File: src/rtl/fspc_defs.vh
`ifndef FSPC_DEFS_VH
`define FSPC_DEFS_VH
// ==========================================================
// Control/status bit positions.
`define FSPC_BIT_EN 0
`define FSPC_BIT_ERASE 1
`define FSPC_BIT_WRITE 2
`define FSPC_BIT_LOCK 3
`define FSPC_BIT_REEN 4
`define FSPC_BIT_BUSY 6
`define FSPC_BIT_IE 7
// ==========================================================
// Accepted command codes in the low five control bits.
`define FSPC_CMD_LOAD 5'h01
`define FSPC_CMD_ERASE 5'h03
`define FSPC_CMD_WRITE 5'h05
`define FSPC_CMD_LOCK 5'h09
`define FSPC_CMD_REEN 5'h11
// ==========================================================
// Register offsets on the plain port.
`define FSPC_OFF_CSR 2'h0
`define FSPC_OFF_EXT 2'h1
`define FSPC_RESET_CSR 8'h00
// ==========================================================
// Windows and timing.
`define FSPC_STORE_WIN 3'h4
`define FSPC_LOAD_WIN 3'h3
`define FSPC_CLK_HZ 10000000
`define FSPC_PROG_MIN_US 3700
`define FSPC_PROG_MAX_US 4500
`define FSPC_PROG_CYC ((`FSPC_PROG_MIN_US * (`FSPC_CLK_HZ / 1000000)))
`endif

File: src/rtl/fspc_ctrl.v
// The register offsets and strobed register access are this design's own decisions.
`include "fspc_defs.vh"
`default_nettype none
module fspc_ctrl #(
  parameter WORD_BITS = 7,
  parameter PAGE_BITS = 9,
  parameter READABLE_DURING_WRITE_REGION_PAGE = 9'h1e0,
  parameter PROG_CYCLES = `FSPC_PROG_CYC
) (
  // Clock, reset and enable.
  input wire clk,
  input wire arst_n,
  input wire clk_en,
  // Register port.
  input wire [1:0] reg_addr,
  input wire [7:0] reg_wdata,
  input wire reg_wr,
  input wire reg_rd,
  output reg [7:0] reg_rdata,
  // Core instruction side.
  input wire store_req,
  input wire load_req,
  input wire [15:0] pointer,
  input wire [15:0] r1r0,
  input wire global_ie,
  input wire eeprom_wr,
  input wire [7:0] lock_bits,
  input wire [7:0] fuse_bits,
  output reg [7:0] load_data,
  output reg load_valid,
  output reg core_halt,
  output reg rww_blocked,
  output reg ready_irq,
  // Flash array side.
  output reg [15:0] buf_word,
  output reg [WORD_BITS-1:0] buf_index,
  output reg buf_we,
  output reg buf_clear,
  output reg [PAGE_BITS-1:0] page_addr,
  output reg page_erase,
  output reg page_write,
  output reg lock_write
);
  // ==========================================================
  // Overview of the sequencing.
  // A write to the control/status register arms one command.
  // The arming window then counts enabled core clock cycles.
  // A store request inside the window carries out the armed command.
  // If no store arrives, the command bits clear themselves.
  // Erase, write and lock programming run a fixed cycle timer.
  // The enable bit stays set until that timer has run out.
  // While the timer runs, every new command and every store is refused.
  // The ready request is derived from the enable bit each cycle.
  // Every output is a flip-flop, so all answers come one cycle late.
  // The core sees this one-cycle latency on load data as well.
  // ==========================================================
  // Hazards worth knowing.
  // A store in the last window cycle must still win over the expiry.
  // Otherwise an erase would start with its enable bit already gone.
  // A store in the same cycle as a control write with a valid command code is ignored.
  // That keeps the old and new command from mixing in one cycle.
  // The page address is latched when an operation starts.
  // Software may then reuse the pointer for other work.
  // The timer is a plain down counter on the core clock.
  // A real part would time this from its own oscillator instead.
  // Low clock enable freezes the windows and the timer alike.
  // ==========================================================
  // State.
  reg [4:0] cmd_q; // Armed command bits.
  reg ie_q; // Ready interrupt enable.
  reg busy_q; // Section-busy flag.
  reg [7:0] ext_q; // Page-select extension.
  reg [2:0] win_q; // Arming window countdown.
  reg [2:0] lwin_q; // Load-program window countdown.
  reg prog_q; // Operation running.
  reg [31:0] tmr_q; // Programming time left, in cycles.
  reg loading_q; // Buffer partly loaded.
  wire [23:0] full_addr = {ext_q, pointer};
  wire [PAGE_BITS-1:0] sel_page = full_addr[WORD_BITS+1 +: PAGE_BITS];
  wire wr_csr = reg_wr && reg_addr == `FSPC_OFF_CSR;
  wire csr_code_ok = reg_wdata[4:0] == `FSPC_CMD_LOAD || reg_wdata[4:0] == `FSPC_CMD_ERASE ||
    reg_wdata[4:0] == `FSPC_CMD_WRITE || reg_wdata[4:0] == `FSPC_CMD_LOCK ||
    reg_wdata[4:0] == `FSPC_CMD_REEN;
  wire armed = win_q != 3'h0 && !prog_q;
  wire do_store = armed && store_req;
  wire reen_wr = wr_csr && reg_wdata[`FSPC_BIT_REEN];
  // ==========================================================
  // Main sequencing process; writes take the cycle, windows start next cycle.
  always @(posedge clk or negedge arst_n) begin
    if (!arst_n) begin
      cmd_q <= 5'h00;
      ie_q <= 1'b0;
      busy_q <= 1'b0;
      ext_q <= 8'h00;
      win_q <= 3'h0;
      lwin_q <= 3'h0;
      prog_q <= 1'b0;
      tmr_q <= 32'h0;
      loading_q <= 1'b0;
      reg_rdata <= 8'h00;
      load_data <= 8'h00;
      load_valid <= 1'b0;
      core_halt <= 1'b0;
      rww_blocked <= 1'b0;
      ready_irq <= 1'b0;
      buf_word <= 16'h0000;
      buf_index <= {WORD_BITS{1'b0}};
      buf_we <= 1'b0;
      buf_clear <= 1'b1;
      page_addr <= {PAGE_BITS{1'b0}};
      page_erase <= 1'b0;
      page_write <= 1'b0;
      lock_write <= 1'b0;
    end else if (clk_en) begin
      buf_we <= 1'b0;
      buf_clear <= 1'b0;
      load_valid <= 1'b0;
      page_erase <= 1'b0;
      page_write <= 1'b0;
      lock_write <= 1'b0;
      // Read port answers one cycle after the strobe.
      if (reg_rd) begin
        case (reg_addr)
          `FSPC_OFF_CSR: reg_rdata <= {ie_q, busy_q, 1'b0, cmd_q};
          `FSPC_OFF_EXT: reg_rdata <= ext_q;
          default: reg_rdata <= 8'h00;
        endcase
      end
      if (reg_wr && reg_addr == `FSPC_OFF_EXT) begin
        ext_q <= reg_wdata;
      end
      if (wr_csr) begin
        ie_q <= reg_wdata[`FSPC_BIT_IE];
      end
      // Window countdowns expire the armed command.
      // A store taken in the last window cycle must keep its command.
      if (win_q != 3'h0) begin
        win_q <= win_q - 3'h1;
        if (win_q == 3'h1 && !prog_q && !do_store) begin
          cmd_q <= 5'h00;
        end
      end
      if (lwin_q != 3'h0) begin
        lwin_q <= lwin_q - 3'h1;
      end
      // Accept a new command only when idle; a running operation refuses it, the busy bit does not.
      if (wr_csr && csr_code_ok && !prog_q) begin
        cmd_q <= reg_wdata[4:0];
        win_q <= `FSPC_STORE_WIN;
        lwin_q <= (reg_wdata[4:0] == `FSPC_CMD_LOCK) ? `FSPC_LOAD_WIN : 3'h0;
      end
      // Re-enable write discards a partial load.
      if (reen_wr && !prog_q) begin
        buf_clear <= 1'b1;
        loading_q <= 1'b0;
      end
      if (eeprom_wr && loading_q) begin
        buf_clear <= 1'b1;
        loading_q <= 1'b0;
      end
      // Lock or fuse read by load-program.
      if (load_req && lwin_q != 3'h0 && cmd_q == `FSPC_CMD_LOCK && !prog_q) begin
        load_data <= pointer[0] ? lock_bits : fuse_bits;
        load_valid <= 1'b1;
        cmd_q <= 5'h00;
        win_q <= 3'h0;
        lwin_q <= 3'h0;
      end
      // Store-program executes the armed command.
      if (do_store && !(wr_csr && csr_code_ok)) begin
        win_q <= 3'h0;
        lwin_q <= 3'h0;
        case (cmd_q)
          `FSPC_CMD_LOAD: begin
            buf_word <= r1r0;
            buf_index <= full_addr[WORD_BITS:1];
            buf_we <= 1'b1;
            loading_q <= 1'b1;
            busy_q <= 1'b0;
            rww_blocked <= 1'b0;
            cmd_q <= 5'h00;
          end
          `FSPC_CMD_ERASE, `FSPC_CMD_WRITE: begin
            page_addr <= sel_page;
            page_erase <= cmd_q == `FSPC_CMD_ERASE;
            page_write <= cmd_q == `FSPC_CMD_WRITE;
            prog_q <= 1'b1;
            tmr_q <= PROG_CYCLES;
            if (sel_page >= READABLE_DURING_WRITE_REGION_PAGE) begin
              core_halt <= 1'b1;
            end else begin
              busy_q <= 1'b1;
              rww_blocked <= 1'b1;
            end
          end
          `FSPC_CMD_LOCK: begin
            lock_write <= 1'b1;
            prog_q <= 1'b1;
            tmr_q <= PROG_CYCLES;
          end
          `FSPC_CMD_REEN: begin
            busy_q <= 1'b0;
            rww_blocked <= 1'b0;
            cmd_q <= 5'h00;
          end
          default: cmd_q <= 5'h00;
        endcase
      end
      // Programming timer; completion clears command bits.
      // The halt is dropped in the same cycle that the enable bit clears.
      if (prog_q) begin
        if (tmr_q <= 32'h1) begin
          prog_q <= 1'b0;
          core_halt <= 1'b0;
          cmd_q <= 5'h00;
          if (cmd_q == `FSPC_CMD_WRITE) begin
            buf_clear <= 1'b1;
            loading_q <= 1'b0;
          end
        end else begin
          tmr_q <= tmr_q - 32'h1;
        end
      end
      // Ready interrupt held while enable bit reads clear.
      ready_irq <= ie_q && global_ie && !cmd_q[`FSPC_BIT_EN];
    end
  end
endmodule
`default_nettype wire

File: config.mk
export PLATFORM = sky130hd
export DESIGN_NAME = fspc_ctrl
export DESIGN_NICKNAME = d
export VERILOG_FILES = /design/src/rtl/fspc_ctrl.v
export VERILOG_INCLUDE_DIRS = /design/src /design/src/rtl
export SDC_FILE = /design/constraint.sdc
export NUM_CORES = 1
export LEC_CHECK = 0
export BUFFER_PORTS_ARGS = -buffer_cell sky130_fd_sc_hd__buf_2
export CAP_MARGIN = 20
export CORE_MARGIN = 2
export CORE_UTILIZATION = 45
export DETAILED_ROUTE_END_ITERATION = 10
export HOLD_SLACK_MARGIN = 0.12
export PLACE_DENSITY_LB_ADDON = 0.12
export REMOVE_ABC_BUFFERS = 1
export SLEW_MARGIN = 25
export SYNTH_ARGS = -nofsm -noshare
export SYNTH_HDL_FRONTEND = slang
export SYNTH_SLANG_ARGS = --single-unit
File: constraint.sdc
create_clock -name clk -period 3.5 [get_ports clk]
set_clock_uncertainty 0.1 [all_clocks]
set_input_delay 0.525 -clock clk [delete_from_list [all_inputs] [get_ports clk]]
set_output_delay 0.525 -clock clk [all_outputs]
set_load 0.02 [all_outputs]
==> results of run 1 <==
-- cell families after synthesis --
group,Yosys count
compound gates,103
fa+ha+maj,7
xor+xnor,5
flops,111
mux,65
buf+inv,36
simple gates,166
-- cell usage after synthesis (all sizes together) (2+ instances only) --
cell | number | area [sq um]
dfrtp | 110 | 2750
nand2 | 50 | 188
mux2 | 42 | 473
o21ai | 36 | 180
nor2 | 27 | 101
mux2i | 23 | 230
inv | 17 | 63.8
clkbuf | 13 | 48.8
nand3 | 13 | 70.1
nor4 | 12 | 96.3
nor3 | 11 | 55.1
o31ai | 11 | 82.6
or4 | 9 | 78.8
o211ai | 8 | 60.1
a21oi | 7 | 35.0
ha | 7 | 87.6
or2 | 7 | 43.8
a22o | 6 | 52.6
a31oi | 6 | 37.5
buf | 6 | 41.3
o2bb2ai | 6 | 52.6
nor2b | 5 | 31.3
nor3b | 5 | 37.5
a211oi | 4 | 30.0
a21o | 4 | 30.0
nand4 | 4 | 25.0
nand4b | 4 | 41.3
nor4b | 4 | 35.0
or3 | 4 | 35.0
xor2 | 4 | 35.0
nand3b | 3 | 22.5
a22oi | 2 | 15.0
and2 | 2 | 12.5
and4 | 2 | 17.5
nand2b | 2 | 12.5
o2111ai | 2 | 17.5
o211a | 2 | 20.0
-- layout make-up --
type / instances / area (sq um) / share of cell area
clock buffers: 12 / 256 / 0.0399
multi-input cells: 346 / 2450 / 0.381
inverters: 17 / 63.8 / 0.00993
well taps: 143 / 179 / 0.0278
flip-flops and latches: 111 / 2780 / 0.432
clock inverters: 2 / 16.3 / 0.00253
repair buffers: 130 / 683 / 0.106
-- critical path, delay by kind of cell (launching register included) --
kind	cells	cell delay, ns
and+or+nand+nor	4	1.29
muxes	1	0.45
DFF	1	0.39
buffers and inverters	2	0.16
adders and majority gates	2	0.45
-- flip-flops by register name, summed over array words and instances, names as in the netlist, 3 cells and up --
name       count
load_data      8
tmr_q         32
buf_index      7
win_q          3
page_addr      9
buf_word      16
cmd_q          5
ext_q          8
reg_rdata      8
lwin_q         3
-- through the flow --
step	std cells	hold slack (ns)
floorplan	474	0.129
global placement	747	0.360
detailed placement	747	0.367
CTS	761	0.182
global route	761	0.219
finish	761	0.161
-- report_power, final --
group          internal (mW)  total, mW  switching (mW)
Combinational          0.232      0.509           0.277
Clock                  0.517      0.956           0.439
Sequential              1.41       1.53           0.115
Total                   2.16       2.99           0.831
-- layer usage --
layer	wire, microns	vias to the layer above
met2	6630	115
li1	-	2053
met1	5670	2130
met3	485	17
met4	201	0
met5	0	-
-- worst min-delay path by stage --
| stage | from | end | slack [ns] | cells past startpoint |
|---|---|---|---|---|
| after floorplan | arst_n | buf_index[0] | 0.13 | 0 |
| after global placement | load_data[1] | load_data[1] | 0.36 | 2 |
| after detailed placement | load_data[2] | load_data[2] | 0.37 | 2 |
| after CTS | arst_n | reg_rdata[5] | 0.18 | 1 |
| after global routing | arst_n | reg_rdata[5] | 0.22 | 1 |
| final | arst_n | reg_rdata[5] | 0.16 | 1 |
==> impl_metrics.tcl, run 1 <==
set metrics [dict create \
    status "completed" \
    final_hold_viol_count 0 \
    synth.area.mux_share 0.131 \
    cts_buffers 9 \
    syn_to_final_growth_pct 19.4 \
    slew_headroom 0.328 \
    fin_crit_ns 2.97 \
    fill_cells 1028 \
    r2r_cells 9 \
    cts_tree "built" \
    final_cell_mix "122 x buf_2, 110 x dfrtp_1, 50 x nand2_1" \
    path_clk_slew_ns 0.07 \
    clockRootBuffer "clkbuf_16" \
    clk_latency_ns 0.35 \
    first_global_vias 4402 \
    rsz0062_at_grt "false" \
    netlist_instances 493 \
    yosysWarnings 0 \
    routed-via-count 4315 \
    synth_compound_area_frac 0.130 \
    die_h_microns 113 \
    dp_hpwl_mm 9.59 \
    wl_per_cell_microns 17.1 \
    clk_path_buf_depth 2 \
    syn_area_sq_um 5380 \
    grt.total_usage 0.213 \
    drt-vias-per-instance 5.67 \
    cts_resized 0 \
    setup_viol 0 \
    finalPower_mw 2.99 \
    first_iter_violations 243 \
    maxCapViolations 0 \
    required_ns 3.63 \
    powerDensity_nw_per_um2 465 \
    ys_async_sr_fraction 1.00 \
    fin_util 0.556 \
    r2r-end "buf_word[14]" \
    yosys_most_used_dff "dfrtp_1" \
    antenna_left 0 \
    drcViolationCount 0 \
    num-nets-final 689 \
    vdd.ir_drop.worst_uv 189 \
    cp-startpoint "win_q[0]" \
    fin_area_sq_um 6430 \
    worst_path_largest_cell_delay_ns 0.74 \
    gr-usage-met1 0.273 \
    crit_fanout 25 \
    gp_congestion 0.835 \
    port_buffers 123 \
    final_common_cell "buf_2" \
    rows 39 \
    synth_edf_count 0 \
    synth_xor_area_frac 0.00813 \
    post-place-ws_ns 0.501 \
    fmax_ghz 0.336 \
    routed_wl_mm 13.0 \
    tightest_slew_ns 1.01 \
    worstHoldPathType "input port to asynchronous set/reset pin" \
    holdBufCountCts 0 \
    reg2reg_from "win_q[0]" \
    yosysSeqAreaShare 0.516 \
    setup_slack_ns 0.527 \
    placed_area_sq_um 6160 \
    htree_levels 3 \
    io_pins 124 \
    num_antenna_cells 0 \
    ys_types 61 \
    cts_setup_buffers 0 \
    grt_max_degree 63 \
    overflow 0 \
    p_leak_nw 3.23 \
    start_kind "flip-flop" \
    finalSetupTns_ns 0 \
    use_met3 0.0329 \
    use_met2 0.369 \
    cp_cell_sequence "inv_1 > ha_1 > ha_1 > inv_1 > nand3_1 > nor2_1 > nand3_1 > or3_1 > mux2_2" \
    synth_top_family_by_area "simple AND/OR/NAND/NOR gates" \
    slew_violations 0 \
    post-route-period-util 0.850 \
    grt_first_pass_wirelength_mm 21.9 \
    grt_busiest_layer "met2" \
    r2r_slack_ns 0.53 \
    first_pass_iters 5 \
    core-area_sq_um 11600 \
    initial_core_util 0.466 \
    antenna_found_initial 0 \
    crit_arrival_ns 3.10 \
    critPathCaptureType "flip-flop" \
    die_w_microns 113 \
    cp-endpoint "buf_word[14]" \
    slowest_stage "or3_1" \
    synthAdderAreaFrac 0.0163 \
    clock-sinks 111 \
    drive_above_1_share 0.330 \
    synth_simple_gate_area_share 0.171 \
    fp.dieArea_sq_um 12900 \
    worstSetupPathType "flip-flop to flip-flop" \
    syn_area_per_cell_sq_um 10.9 \
    ys_ff_latch 111 \
]
Note: power is estimated with default switching activity, not from simulation.
==> inputs of run 2 (changes only) <==
Clock period 3.5 ns to 3.1 ns, I/O delays scaled along.
==> run 2 against run 1 <==
  * Die area stayed put
  * Count of clock-buffer cells in the layout grew 1
  * Clock power increased by 29%
  * Highest routed layer unchanged
  * Sequential cell count stayed put
  * Sequential power up 12%
  * First-iteration DRC count up 30%
  * Combinational power rose by 16%
  * Fmax is 9.0% higher
  * Power increased by 18%
==> impl_metrics.tcl, run 2 (synthesized netlist as in run 1, its figures left out) <==
set metrics [dict create \
    final_common_cell "buf_2" \
    gp_congestion 0.873 \
    post-place-ws_ns 0.370 \
    drt-vias-per-instance 5.66 \
    fin_area_sq_um 6510 \
    io_pins 124 \
    worstHoldPathType "input port to flip-flop" \
    top_register "tmr_q" \
    final_hold_viol_count 0 \
    setup_viol 0 \
    drcViolationCount 0 \
    worst_path_largest_cell_delay_ns 0.40 \
    reg.largest.list "tmr_q: 32 flops, buf_word: 16 flops, page_addr: 9 flops" \
    first_pass_iters 4 \
    num-nets-final 694 \
    antenna_found_initial 0 \
    htree_levels 3 \
    num_antenna_cells 0 \
    rsz0062_at_grt "false" \
    status "completed" \
    overflow 0 \
    fmax_ghz 0.367 \
    routed-via-count 4346 \
    first_global_vias 4378 \
    finalSetupTns_ns 0 \
    cts_setup_buffers 0 \
    final_cell_mix "122 x buf_2, 110 x dfrtp_1, 50 x nand2_1" \
    grt_max_degree 49 \
    cts_buffers 9 \
    die_h_microns 113 \
    worstSetupPathType "flip-flop to flip-flop" \
    initial_core_util 0.466 \
    die_w_microns 113 \
    path_clk_slew_ns 0.07 \
    fin_crit_ns 2.73 \
    start_kind "flip-flop" \
    largest_register_ffs 32 \
    wl_per_cell_microns 16.7 \
    slowest_stage "dfrtp_1" \
    dp_hpwl_mm 9.34 \
    syn_to_final_growth_pct 21.0 \
    required_ns 3.24 \
    port_buffers 123 \
    fp.dieArea_sq_um 12900 \
    grt_first_pass_wirelength_mm 21.5 \
    finalNonFillerCells 768 \
    maxCapViolations 0 \
    clk_path_buf_depth 2 \
    grt.total_usage 0.211 \
    vdd.ir_drop.worst_uv 265 \
    fin_hold_ws_ns 0.237 \
    crit_fanout 25 \
    cp_cell_sequence "inv_1 > ha_1 > ha_1 > inv_1 > nand3_1 > nor2_1 > nand3_1 > or3_1 > buf_4 > mux2_2" \
    first_iter_violations 316 \
    tightest_slew_ns 0.613 \
    powerDensity_nw_per_um2 544 \
    post-route-period-util 0.880 \
    p_leak_nw 3.28 \
    cts_resized 0 \
    slew_headroom 0.586 \
    placed_area_sq_um 6190 \
    core-area_sq_um 11600 \
    r2r_slack_ns 0.37 \
    setup_slack_ns 0.373 \
    critPathCaptureType "flip-flop" \
    clockRootBuffer "clkbuf_16" \
    drive_above_1_share 0.336 \
    crit_arrival_ns 2.86 \
    rows 39 \
    cts_tree "built" \
    antenna_left 0 \
    slew_violations 0 \
    clk_latency_ns 0.36 \
    routed_wl_mm 12.8 \
    dp_cells 751 \
    clock-sinks 111 \
]
run 2: cell count changes in the layout (fill, tap and decap cells not counted):
cell	previous run	this run
buf_4	7	11
bufinv_16	0	1
clkbuf_8	2	3
clkinv_4	0	1
clkinvlp_4	1	0
dlygate4sd3_1	0	1
run 2: critical path, delay by kind of cell (launching register included):
kind                     cells  cell delay (ns)
flip-flops                   1             0.40
buffers and inverters        3             0.40
multiplexers                 1             0.31
AND/OR/NAND/NOR              4             0.94
adder cells (fa/ha/maj)      2             0.45
run 2: through the flow:
stage	util	total power, mW
3_5_place_dp	0.535	2.34
3_3_place_gp	0.535	2.31
5_1_grt	0.563	3.74
4_1_cts	0.563	3.58
2_1_floorplan	-	2.11
6_report	0.563	3.54
run 2: metal layers:
metal | vias up | part of all wire | GRT usage
met2 | 116 | 0.50 | 0.356
met1 | 2147 | 0.43 | 0.267
li1 | 2062 | - | -
met3 | 21 | 0.045 | 0.0361
met5 | - | 0 | 0
met4 | 0 | 0.023 | 0.0976
run 2: layout make-up:
cell class / count / area [sq um]
Multi-Input combinational cell: 346 / 2450
Tap cell: 143 / 179
Clock inverter: 3 / 47.5
Inverter: 17 / 63.8
Timing Repair Buffer: 135 / 723
Clock buffer: 13 / 270
Sequential cell: 111 / 2780
Fill cell: 1061 / 5050
run 2: path summary, 6_finish.rpt:
kind                              start           end  cells after the start
min reg2reg                reg_rdata[7]  reg_rdata[7]                      2
max                            win_q[0]   buf_word[6]                     10
max in group asynchronous        arst_n     buf_clear                      3
min in group asynchronous        arst_n  reg_rdata[6]                      2
min                             r1r0[7]   buf_word[7]                      2
max reg2reg                    win_q[0]   buf_word[6]                     10
run 2: power by group:
| part | internal (mW) | switching (mW) | total [mW] |
|---|---|---|---|
| sequential | 1.59 | 0.132 | 1.72 |
| clock | 0.698 | 0.530 | 1.23 |
| combinational | 0.270 | 0.320 | 0.590 |
| total | 2.56 | 0.982 | 3.54 |
run 2: repair_timing:
item                                   4_1_cts  5_1_grt
setup endpoints to repair                    0        0
hold buffers                                 1        0
endpoints found under the hold margin       46        0
